==> src/hw/pm_clock_regs.vh <==
// constants for the power-managed clock mode controller
`ifndef PM_CLOCK_REGS_VH
`define PM_CLOCK_REGS_VH
`define CLK_PERIOD_NS 100
`define STABLE_TIME_US 1000
`define STABLE_CYCLES ((`STABLE_TIME_US * 1000 + `CLK_PERIOD_NS - 1) / `CLK_PERIOD_NS)
`define CPU_WAKE_TIME_US 10
`define CPU_WAKE_CYCLES ((`CPU_WAKE_TIME_US * 1000 + `CLK_PERIOD_NS - 1) / `CLK_PERIOD_NS)
`define SEL_SECONDARY 2'h1
`define SEL_PRIMARY 2'h0
`define SRC_PRIMARY 2'h0
`define SRC_SECONDARY 2'h1
`define SRC_INTERNAL 2'h2
`define SRC_NONE 2'h3
`define FREQ_OFF 3'h0
`define CNT_W 16
`endif

==> src/hw/clk_source_switch.v <==
// glitch-free clock source select handshake: new source takes effect two cycles later, one cycle later when leaving none
`timescale 1ns/1ps
module clk_source_switch (
   // clock and reset
   input wire core_clk_in,
   input wire reset_n_in,
   // request
   input wire [1:0] want_src_in,
   // result
   output reg [1:0] cur_src_out,
   output reg switched_out
);
   // break before make: a change from a running source passes through the none source for one cycle
   reg gap_r;

   always @(posedge core_clk_in or negedge reset_n_in) begin
      if (!reset_n_in) begin
         cur_src_out <= 2'h0;
         gap_r <= 1'b0;
         switched_out <= 1'b0;
      end else begin
         switched_out <= 1'b0;
         if (gap_r) begin
            cur_src_out <= want_src_in;
            gap_r <= 1'b0;
            switched_out <= 1'b1;
         end else if (want_src_in != cur_src_out && cur_src_out != 2'h3) begin
            cur_src_out <= 2'h3;
            gap_r <= 1'b1;
         end else if (want_src_in != cur_src_out) begin
            cur_src_out <= want_src_in;
            switched_out <= 1'b1;
         end
      end
   end
endmodule

==> src/hw/pm_clock_modes.v <==
// power-managed clock mode controller: mode machine, oscillator enables, status flags
`timescale 1ns/1ps
`include "pm_clock_regs.vh"

// Function
// - idle set, select hi set, sleep: internal idle, cpu stops, peripherals on mux
// - switching to internal mux stops primary oscillator and clears primary ready
// - nonzero frequency select sets stable flag after about 1 ms
// - stable flag stays set if already stable before sleep
// - zero frequency select: mux disabled, stable flag clear, slow rc clocks
// - wake from internal idle: cpu resumes on mux after 10 us
// - switchback from internal mode clears stable flag and sets primary ready
// - wake leaves idle enable and source select unchanged
// - slow rc keeps running after switchback if watchdog or monitor on
// - idle clear sleep, select nonzero: cpu and peripherals clocked from selected source
// - watchdog time-out in secondary or internal run gives a watchdog reset
// - all low-power modes return to primary run on interrupt or timeout
// - primary run has primary ready set
// - idle clear, select 01, sleep: secondary run, primary off, flags swap
// - sleep ignored for secondary when secondary oscillator enable clear
// - wake from secondary run switches back, secondary keeps running
// - clearing secondary enable exits secondary run, then secondary disabled
// - idle clear, select hi set, sleep: internal run, primary shut down
// - frequency select change takes effect at once without sleep
// - zero to nonzero frequency select sets stable flag after about 1 ms
// - idle set sleep in secondary or internal run halts cpu, flags unchanged
// - sleep from run mode stops primary and internal, clears all flags
// - idle and both select bits zero: sleep enters full sleep
module pm_clock_modes (
   // clock and reset
   input wire core_clk_in,
   input wire reset_n_in,
   // core requests
   input wire sleep_exec_in,
   input wire wake_event_in,
   input wire wdt_timeout_in,
   // control bits written by firmware
   input wire idle_enable_in,
   input wire [1:0] source_select_in,
   input wire [2:0] internal_freq_select_in,
   input wire secondary_osc_enable_in,
   input wire wdt_enable_in,
   input wire fscm_enable_in,
   // oscillator feedback
   input wire primary_osc_ready_in,
   // status flags
   output reg primary_ready_flag_out,
   output reg internal_osc_stable_flag_out,
   output reg secondary_active_flag_out,
   // clock control
   output reg cpu_clk_en_out,
   output reg periph_clk_en_out,
   output reg [1:0] sys_clk_src_out,
   output reg [2:0] internal_freq_out,
   output reg primary_osc_en_out,
   output reg internal_osc_mux_en_out,
   output reg secondary_osc_run_out,
   output reg slow_internal_rc_en_out,
   output reg wdt_reset_out,
   output reg [6:0] mode_out
);
   // ****************************************
   // modes
   // ****************************************
   localparam [6:0] M_PRIMARY_RUN = 7'h01;
   localparam [6:0] M_SECONDARY_RUN = 7'h02;
   localparam [6:0] M_INTERNAL_RUN = 7'h04;
   localparam [6:0] M_INTERNAL_IDLE = 7'h08;
   localparam [6:0] M_SECONDARY_IDLE = 7'h10;
   localparam [6:0] M_SLEEP = 7'h20;
   localparam [6:0] M_SWITCHBACK = 7'h40;

   reg [6:0] mode_r;
   reg [6:0] mode_nxt;
   reg [1:0] want_src_r;
   reg [1:0] want_src_nxt;
   reg cpu_wait_r;
   reg sec_off_after_r;
   reg sec_off_after_nxt;
   reg [2:0] freq_prev_r;
   reg halt_r;
   reg halt_nxt;

   wire [1:0] cur_src;
   wire switched;
   wire stab_busy;
   wire wake_busy;
   wire wake_done;

   function is_run_mode;
      input [6:0] m;
      begin
         is_run_mode = (m == M_SECONDARY_RUN) || (m == M_INTERNAL_RUN);
      end
   endfunction

   // ****************************************
   // clock switch and timers
   // ****************************************
   clk_source_switch u_switch (
      .core_clk_in(core_clk_in),
      .reset_n_in(reset_n_in),
      .want_src_in(want_src_r),
      .cur_src_out(cur_src),
      .switched_out(switched)
   );

   // mux output stabilisation, restarted when select leaves zero
   wire freq_on = (internal_freq_select_in != `FREQ_OFF);
   wire stab_start = freq_on && (freq_prev_r == `FREQ_OFF);
   // settled is a level, not the done pulse: a pulse landing on a switch edge would be lost
   wire mux_settled = freq_on && !stab_busy && !stab_start;
   // both counts fit the timer width; the upper bits are zero
   wire [31:0] stab_load = `STABLE_CYCLES;
   wire [31:0] wake_load = `CPU_WAKE_CYCLES;
   pm_delay_timer u_stab (
      .core_clk_in(core_clk_in),
      .reset_n_in(reset_n_in),
      .start_in(stab_start),
      .abort_in(!freq_on),
      .load_in(stab_load[15:0]),
      .busy_out(stab_busy),
      .done_out()
   );

   // an interrupt or a watchdog time-out both wake an idle mode
   wire wake_start = (wake_event_in || wdt_timeout_in)
      && (mode_r == M_INTERNAL_IDLE || mode_r == M_SECONDARY_IDLE);
   pm_delay_timer u_wake (
      .core_clk_in(core_clk_in),
      .reset_n_in(reset_n_in),
      .start_in(wake_start),
      .abort_in(1'b0),
      .load_in(wake_load[15:0]),
      .busy_out(wake_busy),
      .done_out(wake_done)
   );

   // ****************************************
   // mode machine
   // ****************************************
   always @* begin
      mode_nxt = mode_r;
      want_src_nxt = want_src_r;
      sec_off_after_nxt = sec_off_after_r;
      halt_nxt = halt_r;
      case (mode_r)
         M_PRIMARY_RUN: begin
            if (sleep_exec_in) begin
               if (!idle_enable_in && source_select_in == `SEL_PRIMARY) begin
                  mode_nxt = M_SLEEP;
                  want_src_nxt = `SRC_NONE;
               end else if (source_select_in[1]) begin
                  // lower select bit ignored
                  mode_nxt = idle_enable_in ? M_INTERNAL_IDLE : M_INTERNAL_RUN;
                  want_src_nxt = `SRC_INTERNAL;
                  halt_nxt = idle_enable_in;
               end else if (source_select_in == `SEL_SECONDARY && secondary_osc_enable_in) begin
                  mode_nxt = idle_enable_in ? M_SECONDARY_IDLE : M_SECONDARY_RUN;
                  want_src_nxt = `SRC_SECONDARY;
                  halt_nxt = idle_enable_in;
               end // else ignored
            end
         end
         M_SECONDARY_RUN, M_INTERNAL_RUN: begin
            if (wdt_timeout_in) begin
               // reset returns to primary once it has started
               mode_nxt = M_SWITCHBACK;
            end else if (mode_r == M_SECONDARY_RUN && !secondary_osc_enable_in) begin
               mode_nxt = M_SWITCHBACK;
               sec_off_after_nxt = 1'b1;
            end else if (wake_event_in) begin
               mode_nxt = M_SWITCHBACK;
            end else if (sleep_exec_in && idle_enable_in) begin
               // halt only, clocks and flags untouched
               mode_nxt = (mode_r == M_SECONDARY_RUN) ? M_SECONDARY_IDLE : M_INTERNAL_IDLE;
               halt_nxt = 1'b1;
            end else if (sleep_exec_in && source_select_in == `SEL_PRIMARY) begin
               mode_nxt = M_SLEEP;
               want_src_nxt = `SRC_NONE;
            end
         end
         M_INTERNAL_IDLE, M_SECONDARY_IDLE: begin
            if (wake_done) begin
               // cpu resumes on same clock
               mode_nxt = M_SWITCHBACK;
               halt_nxt = 1'b0;
            end
         end
         M_SLEEP: begin
            if (wake_event_in || wdt_timeout_in) begin
               // primary run only once the primary clocks the system
               mode_nxt = M_SWITCHBACK;
            end
         end
         M_SWITCHBACK: begin
            // stay on low-power source while primary starts
            // an early request would finish the switch and the completion pulse would be missed
            if (primary_osc_ready_in) begin
               want_src_nxt = `SRC_PRIMARY;
               if (switched && cur_src == `SRC_PRIMARY) begin
                  mode_nxt = M_PRIMARY_RUN;
                  sec_off_after_nxt = 1'b0;
               end
            end
         end
         default: begin
            mode_nxt = M_PRIMARY_RUN;
            want_src_nxt = `SRC_PRIMARY;
         end
      endcase
   end

   always @(posedge core_clk_in or negedge reset_n_in) begin
      if (!reset_n_in) begin
         mode_r <= M_PRIMARY_RUN;
         want_src_r <= `SRC_PRIMARY;
         sec_off_after_r <= 1'b0;
         halt_r <= 1'b0;
         cpu_wait_r <= 1'b0;
         freq_prev_r <= `FREQ_OFF;
      end else begin
         mode_r <= mode_nxt;
         want_src_r <= want_src_nxt;
         sec_off_after_r <= sec_off_after_nxt;
         halt_r <= halt_nxt;
         cpu_wait_r <= wake_busy;
         freq_prev_r <= internal_freq_select_in;
      end
   end

   // ****************************************
   // outputs and flags
   // ****************************************
   // idle and select bits are inputs only; nothing here writes them
   always @(posedge core_clk_in or negedge reset_n_in) begin
      if (!reset_n_in) begin
         primary_ready_flag_out <= 1'b1;
         internal_osc_stable_flag_out <= 1'b0;
         secondary_active_flag_out <= 1'b0;
         cpu_clk_en_out <= 1'b1;
         periph_clk_en_out <= 1'b1;
         sys_clk_src_out <= `SRC_PRIMARY;
         internal_freq_out <= `FREQ_OFF;
         primary_osc_en_out <= 1'b1;
         internal_osc_mux_en_out <= 1'b0;
         secondary_osc_run_out <= 1'b0;
         slow_internal_rc_en_out <= 1'b1;
         wdt_reset_out <= 1'b0;
         mode_out <= M_PRIMARY_RUN;
      end else begin
         mode_out <= mode_nxt;
         sys_clk_src_out <= cur_src;
         internal_freq_out <= internal_freq_select_in;
         internal_osc_mux_en_out <= freq_on && mode_nxt != M_SLEEP;
         wdt_reset_out <= is_run_mode(mode_r) && wdt_timeout_in;
         cpu_clk_en_out <= !(halt_nxt || mode_nxt == M_SLEEP || wake_busy);
         periph_clk_en_out <= (mode_nxt != M_SLEEP);
         // primary runs unless a low-power source or sleep is selected
         primary_osc_en_out <= (mode_nxt == M_PRIMARY_RUN) || (mode_nxt == M_SWITCHBACK);
         // slow rc: always when mux off, else kept for watchdog or monitor
         slow_internal_rc_en_out <= !freq_on || wdt_enable_in || fscm_enable_in;
         // secondary keeps running unless forced off by firmware exit
         if (mode_nxt == M_SECONDARY_RUN || mode_nxt == M_SECONDARY_IDLE)
            secondary_osc_run_out <= 1'b1;
         else if (sec_off_after_r && mode_nxt == M_PRIMARY_RUN)
            secondary_osc_run_out <= 1'b0;
         else if (mode_nxt == M_SWITCHBACK && sec_off_after_nxt)
            secondary_osc_run_out <= 1'b1;
         else
            secondary_osc_run_out <= secondary_osc_enable_in;
         // flags follow the completed switch in the same cycle
         if (switched) begin
            case (cur_src)
               `SRC_PRIMARY: begin
                  primary_ready_flag_out <= 1'b1;
                  secondary_active_flag_out <= 1'b0;
                  internal_osc_stable_flag_out <= 1'b0;
               end
               `SRC_SECONDARY: begin
                  primary_ready_flag_out <= 1'b0;
                  secondary_active_flag_out <= 1'b1;
                  internal_osc_stable_flag_out <= internal_osc_stable_flag_out && freq_on;
               end
               `SRC_INTERNAL: begin
                  primary_ready_flag_out <= 1'b0;
                  // kept if already stable
                  internal_osc_stable_flag_out <= mux_settled;
               end
               default: begin
                  primary_ready_flag_out <= 1'b0;
                  secondary_active_flag_out <= 1'b0;
                  internal_osc_stable_flag_out <= 1'b0;
               end
            endcase
         end else if (!freq_on) begin
            internal_osc_stable_flag_out <= 1'b0;
         end else if (mux_settled && mode_r != M_SLEEP && cur_src == `SRC_INTERNAL) begin
            internal_osc_stable_flag_out <= 1'b1;
         end
      end
   end
endmodule

==> src/hw/pm_delay_timer.v <==
// reloadable down-counter giving a one-cycle done pulse
`timescale 1ns/1ps
module pm_delay_timer (
   // clock and reset
   input wire core_clk_in,
   input wire reset_n_in,
   // control
   input wire start_in,
   input wire abort_in,
   input wire [15:0] load_in,
   // status
   output reg busy_out,
   output reg done_out
);
   reg [15:0] count_r;

   always @(posedge core_clk_in or negedge reset_n_in) begin
      if (!reset_n_in) begin
         count_r <= 16'h0000;
         busy_out <= 1'b0;
         done_out <= 1'b0;
      end else begin
         done_out <= 1'b0;
         if (abort_in) begin
            busy_out <= 1'b0;
            count_r <= 16'h0000;
         end else if (start_in) begin
            busy_out <= 1'b1;
            count_r <= load_in;
         end else if (busy_out) begin
            if (count_r <= 16'h0001) begin
               busy_out <= 1'b0;
               done_out <= 1'b1;
            end
            count_r <= count_r - 16'h0001;
         end
      end
   end
endmodule

==> config.mk <==
export PLATFORM = sky130hd
export DESIGN_NAME = pm_clock_modes
export DESIGN_NICKNAME = d
export VERILOG_FILES = /design/src/hw/clk_source_switch.v /design/src/hw/pm_clock_modes.v /design/src/hw/pm_delay_timer.v
export VERILOG_INCLUDE_DIRS = /design/src /design/src/hw
export SDC_FILE = /design/constraint.sdc
export NUM_CORES = 1
export LEC_CHECK = 0
export ABC_CLOCK_PERIOD_IN_PS = 2770
export BUFFER_PORTS_ARGS = -buffer_cell sky130_fd_sc_hd__buf_2
export CAP_MARGIN = 40
export CORE_ASPECT_RATIO = 2
export CORE_MARGIN = 3
export CORE_UTILIZATION = 58
export DETAILED_ROUTE_END_ITERATION = 16
export PLACE_DENSITY = 0.76
export SYNTH_ARGS = -nofsm -noshare
export SYNTH_HDL_FRONTEND = slang
export SYNTH_SLANG_ARGS = --single-unit
==> constraint.sdc <==
create_clock -name core_clk_in -period 2.77 [get_ports core_clk_in]
set_input_delay 0.277 -clock core_clk_in [delete_from_list [all_inputs] [get_ports core_clk_in]]
set_output_delay 0.277 -clock core_clk_in [all_outputs]
set_load 0.1 [all_outputs]
==> metrics.yaml <==
crit_path_end_kind: "flip-flop"
cts.clk_slew.worst_paths_ns: 0.07
async_flop_share_pct: 100.0
maxSlewViolCount: 0
design_area_um2: 3824
tightest_slew_ns: 0.8005
path_max_fanout: 13
synth_top_area_share_pct: 44.08
synth_flop_cell: "dfrtp_1"
syn_area_um2: 3349
power_uw: 4393
start_util_pct: 60.73
drt-pass1-iter-count: 5
instances_no_fill: 449
first_global_vias: 2752
setup_viol: 0
yosysWarnings: 0
wl_um: 7865
wl_per_cell_um: 17.52
die_width_um: 59.74
reg2reg_from: "mode_out[5]$_DFF_PN0_"
syn_area_per_cell_um2: 9.794
cts_buffer_depth: 2
core-area_um2: 5515
post-place-cells: 433
die_h_um: 113.5
overflow: 0
cts_resized: 0
place_area_um2: 3606
min-delay-start: "internal_freq_select_in[0]"
grt_pass1_wl_um: 12700
outcome: "complete, no violations"
syn_to_final_growth_pct: 14.16
synthTopCellsByCount: "59 x dfrtp_1, 39 x nor2_1, 21 x nand2_1"
cts_num_sinks: 65
vias: 2770
place_congestion: 0.9646
synth_edf_count: 0
worst_skew_pair.late_latency_ns: 0.34
relSlewSlack_pct: 46.63
tritoncts: "yes"
cts-root-buf: "clkbuf_8"
num_io_pins: 37
cts-buffers-inserted: 9
route.detailed.drc: 0
synth_most_common_cell: "dfrtp_1"
finalNetCount: 407
yosys.area_share.simple_pct: 22.86
netlist_instances: 342
final_hold_viol_count: 0
ys_ff_latch: 65
skew_ns: 0.005910
worstHoldPathType: "in -> reg"
drv_cap: 0
min_period_over_period_pct: 83.60
drive_gt1_share_pct: 20.82
worstPathRequired_ns: 3.04
hpwlAfterDp_um: 5802
startpoint_type: "flip-flop"
post-place-ws_ns: 0.4990
power_density_nw_per_um2: 1149
fmax_mhz: 431.8
worst_slack_ns: 0.4543
grt_start_max_net_pins: 66
final.setup.tns_ns: 0
drt_iter0_markers: 155
yosysSeqAreaShare_pct: 48.79
cts_hold_buffers: 0
dieArea_um2: 6778
vdd_drop_max_uv: 819.8
portBuffers: 36
synth.distinct_cells: 56
diodes: 0
cp_data_arrival_time_ns: 2.58
syn-num-nets: 365
synthMuxAreaShare_pct: 1.905
yosysTopAreaCell: "dfrtp_1"
vias_per_cell: 6.169
synth_area_leaders: "dfrtp_1 44%, dfstp_2 4.7%, xnor2_1 4.4%"
cts-htree-levels: 3
grt_use_total_pct: 25.18
synth-xor-area-share_pct: 8.106
synth_top_family_by_area: "simple AND/OR/NAND/NOR gates"
synth_compound_area_share_pct: 11.92
fp-row-count: 38
crit_start: "mode_out[5]$_DFF_PN0_"
drtAntennaViolNets: 0
post_cts_buffers: 0
antenna_found_initial: 0
leakagePower_uw: 0.001752
crit_type: "reg -> reg"
synth_fa_ha_area_share_pct: 2.988
rsz0062_at_grt: "no"
min_period_ns: 2.316
layout by cell type (no fill, tap or decap), types with 4 or more instances in the layout:
| cell | netlist | final |
|---|---|---|
| o21ai_0 | 15 | 15 |
| or4_1 | 4 | 4 |
| nand4_1 | 4 | 4 |
| dfstp_2 | 6 | 6 |
| inv_1 | 17 | 17 |
| xnor2_1 | 17 | 17 |
| nand2b_1 | 6 | 6 |
| nor4_1 | 13 | 13 |
| ha_1 | 8 | 8 |
| clkbuf_8 | 0 | 13 |
| nor2b_1 | 8 | 8 |
| dfrtp_1 | 59 | 59 |
| nand3_1 | 4 | 4 |
| nand2_1 | 21 | 21 |
| a32oi_1 | 4 | 4 |
| or3_1 | 7 | 7 |
| buf_2 | 5 | 36 |
| a21oi_1 | 16 | 16 |
| nor3_1 | 12 | 12 |
| xor2_1 | 14 | 14 |
| nor2_1 | 39 | 39 |
| buf_4 | 0 | 7 |
| and2_1 | 4 | 4 |
registers in the layout (all words and copies together) (netlist names), 2 cells and up:
signal / flops
sys_clk_src_out: 2
u_wake.count_r: 16
want_src_r: 2
u_stab.count_r: 16
mode_out: 7
u_switch.cur_src_out: 2
internal_freq_out: 3
report_power, final:
group          internal (uW)  leakage (uW)  switching [uW]
registers               1300      0.000807             347
logic                    650      0.000832            1250
clock network            513      0.000113             338
total                   2460       0.00175            1930
area by class of cell:
| type | count | area (um^2) |
|---|---|---|
| clock buffers | 14 | 182.7 |
| clock inverters | 2 | 35.03 |
| fillers | 460 | 1692 |
| inverters | 17 | 63.81 |
| multi-input cells | 248 | 1600 |
| flip-flops and latches | 65 | 1634 |
| well taps | 60 | 75.07 |
| repair buffers | 43 | 232.7 |
worst max-delay path, stage by stage (launching register included):
cell and delay [ns]:
dfrtp_1 0.51, nor3_1 0.49, or4b_2 0.69, o221ai_1 0.31, a21oi_1 0.12, o21bai_1 0.12
metal layers:
layer | vias up | GRT usage [%] | wire [um]
li1 | 1300 | - | -
met1 | 1344 | 27.07 | 2854
met2 | 95 | 43.21 | 4320
met3 | 31 | 5.096 | 333
met4 | 0 | 15.24 | 357
met5 | - | 0 | 0
path summary, 6_finish.rpt:
check | end | cells after the start | slack, ns
max | secondary_osc_run_out$_DFF_PN0_ | 5 | 0.45
min | internal_freq_out[0]$_DFF_PN0_ | 1 | 0.05
max reg2reg | secondary_osc_run_out$_DFF_PN0_ | 5 | 0.45
min reg2reg | u_switch.switched_out$_DFF_PN0_ | 1 | 0.47
max in group asynchronous | u_wake.count_r[15]$_DFFE_PN0P_ | 2 | 2.14
min in group asynchronous | u_stab.count_r[13]$_DFFE_PN0P_ | 2 | 0.11
kinds of logic (layout without fill, tap and decap cells):
| kind of cell | Yosys count | count (layout) |
|---|---|---|
| buf+inv | 29 | 76 |
| fa+ha+maj | 8 | 8 |
| xor+xnor | 31 | 31 |
| compound gates | 61 | 61 |
| mux | 6 | 6 |
| simple gates | 142 | 142 |
| flops | 65 | 65 |
through the flow:
| stage | hold WS [ns] | utilization, % |
|---|---|---|
| CTS | 0.03189 | 69.33 |
| floorplan | -0.01859 | - |
| finish | 0.05487 | 69.33 |
| global route | 0.03705 | 69.33 |
| detailed placement | 0.4040 | 65.38 |
| global placement | 0.4019 | 65.38 |
Note: power is estimated with default switching activity, not from simulation.
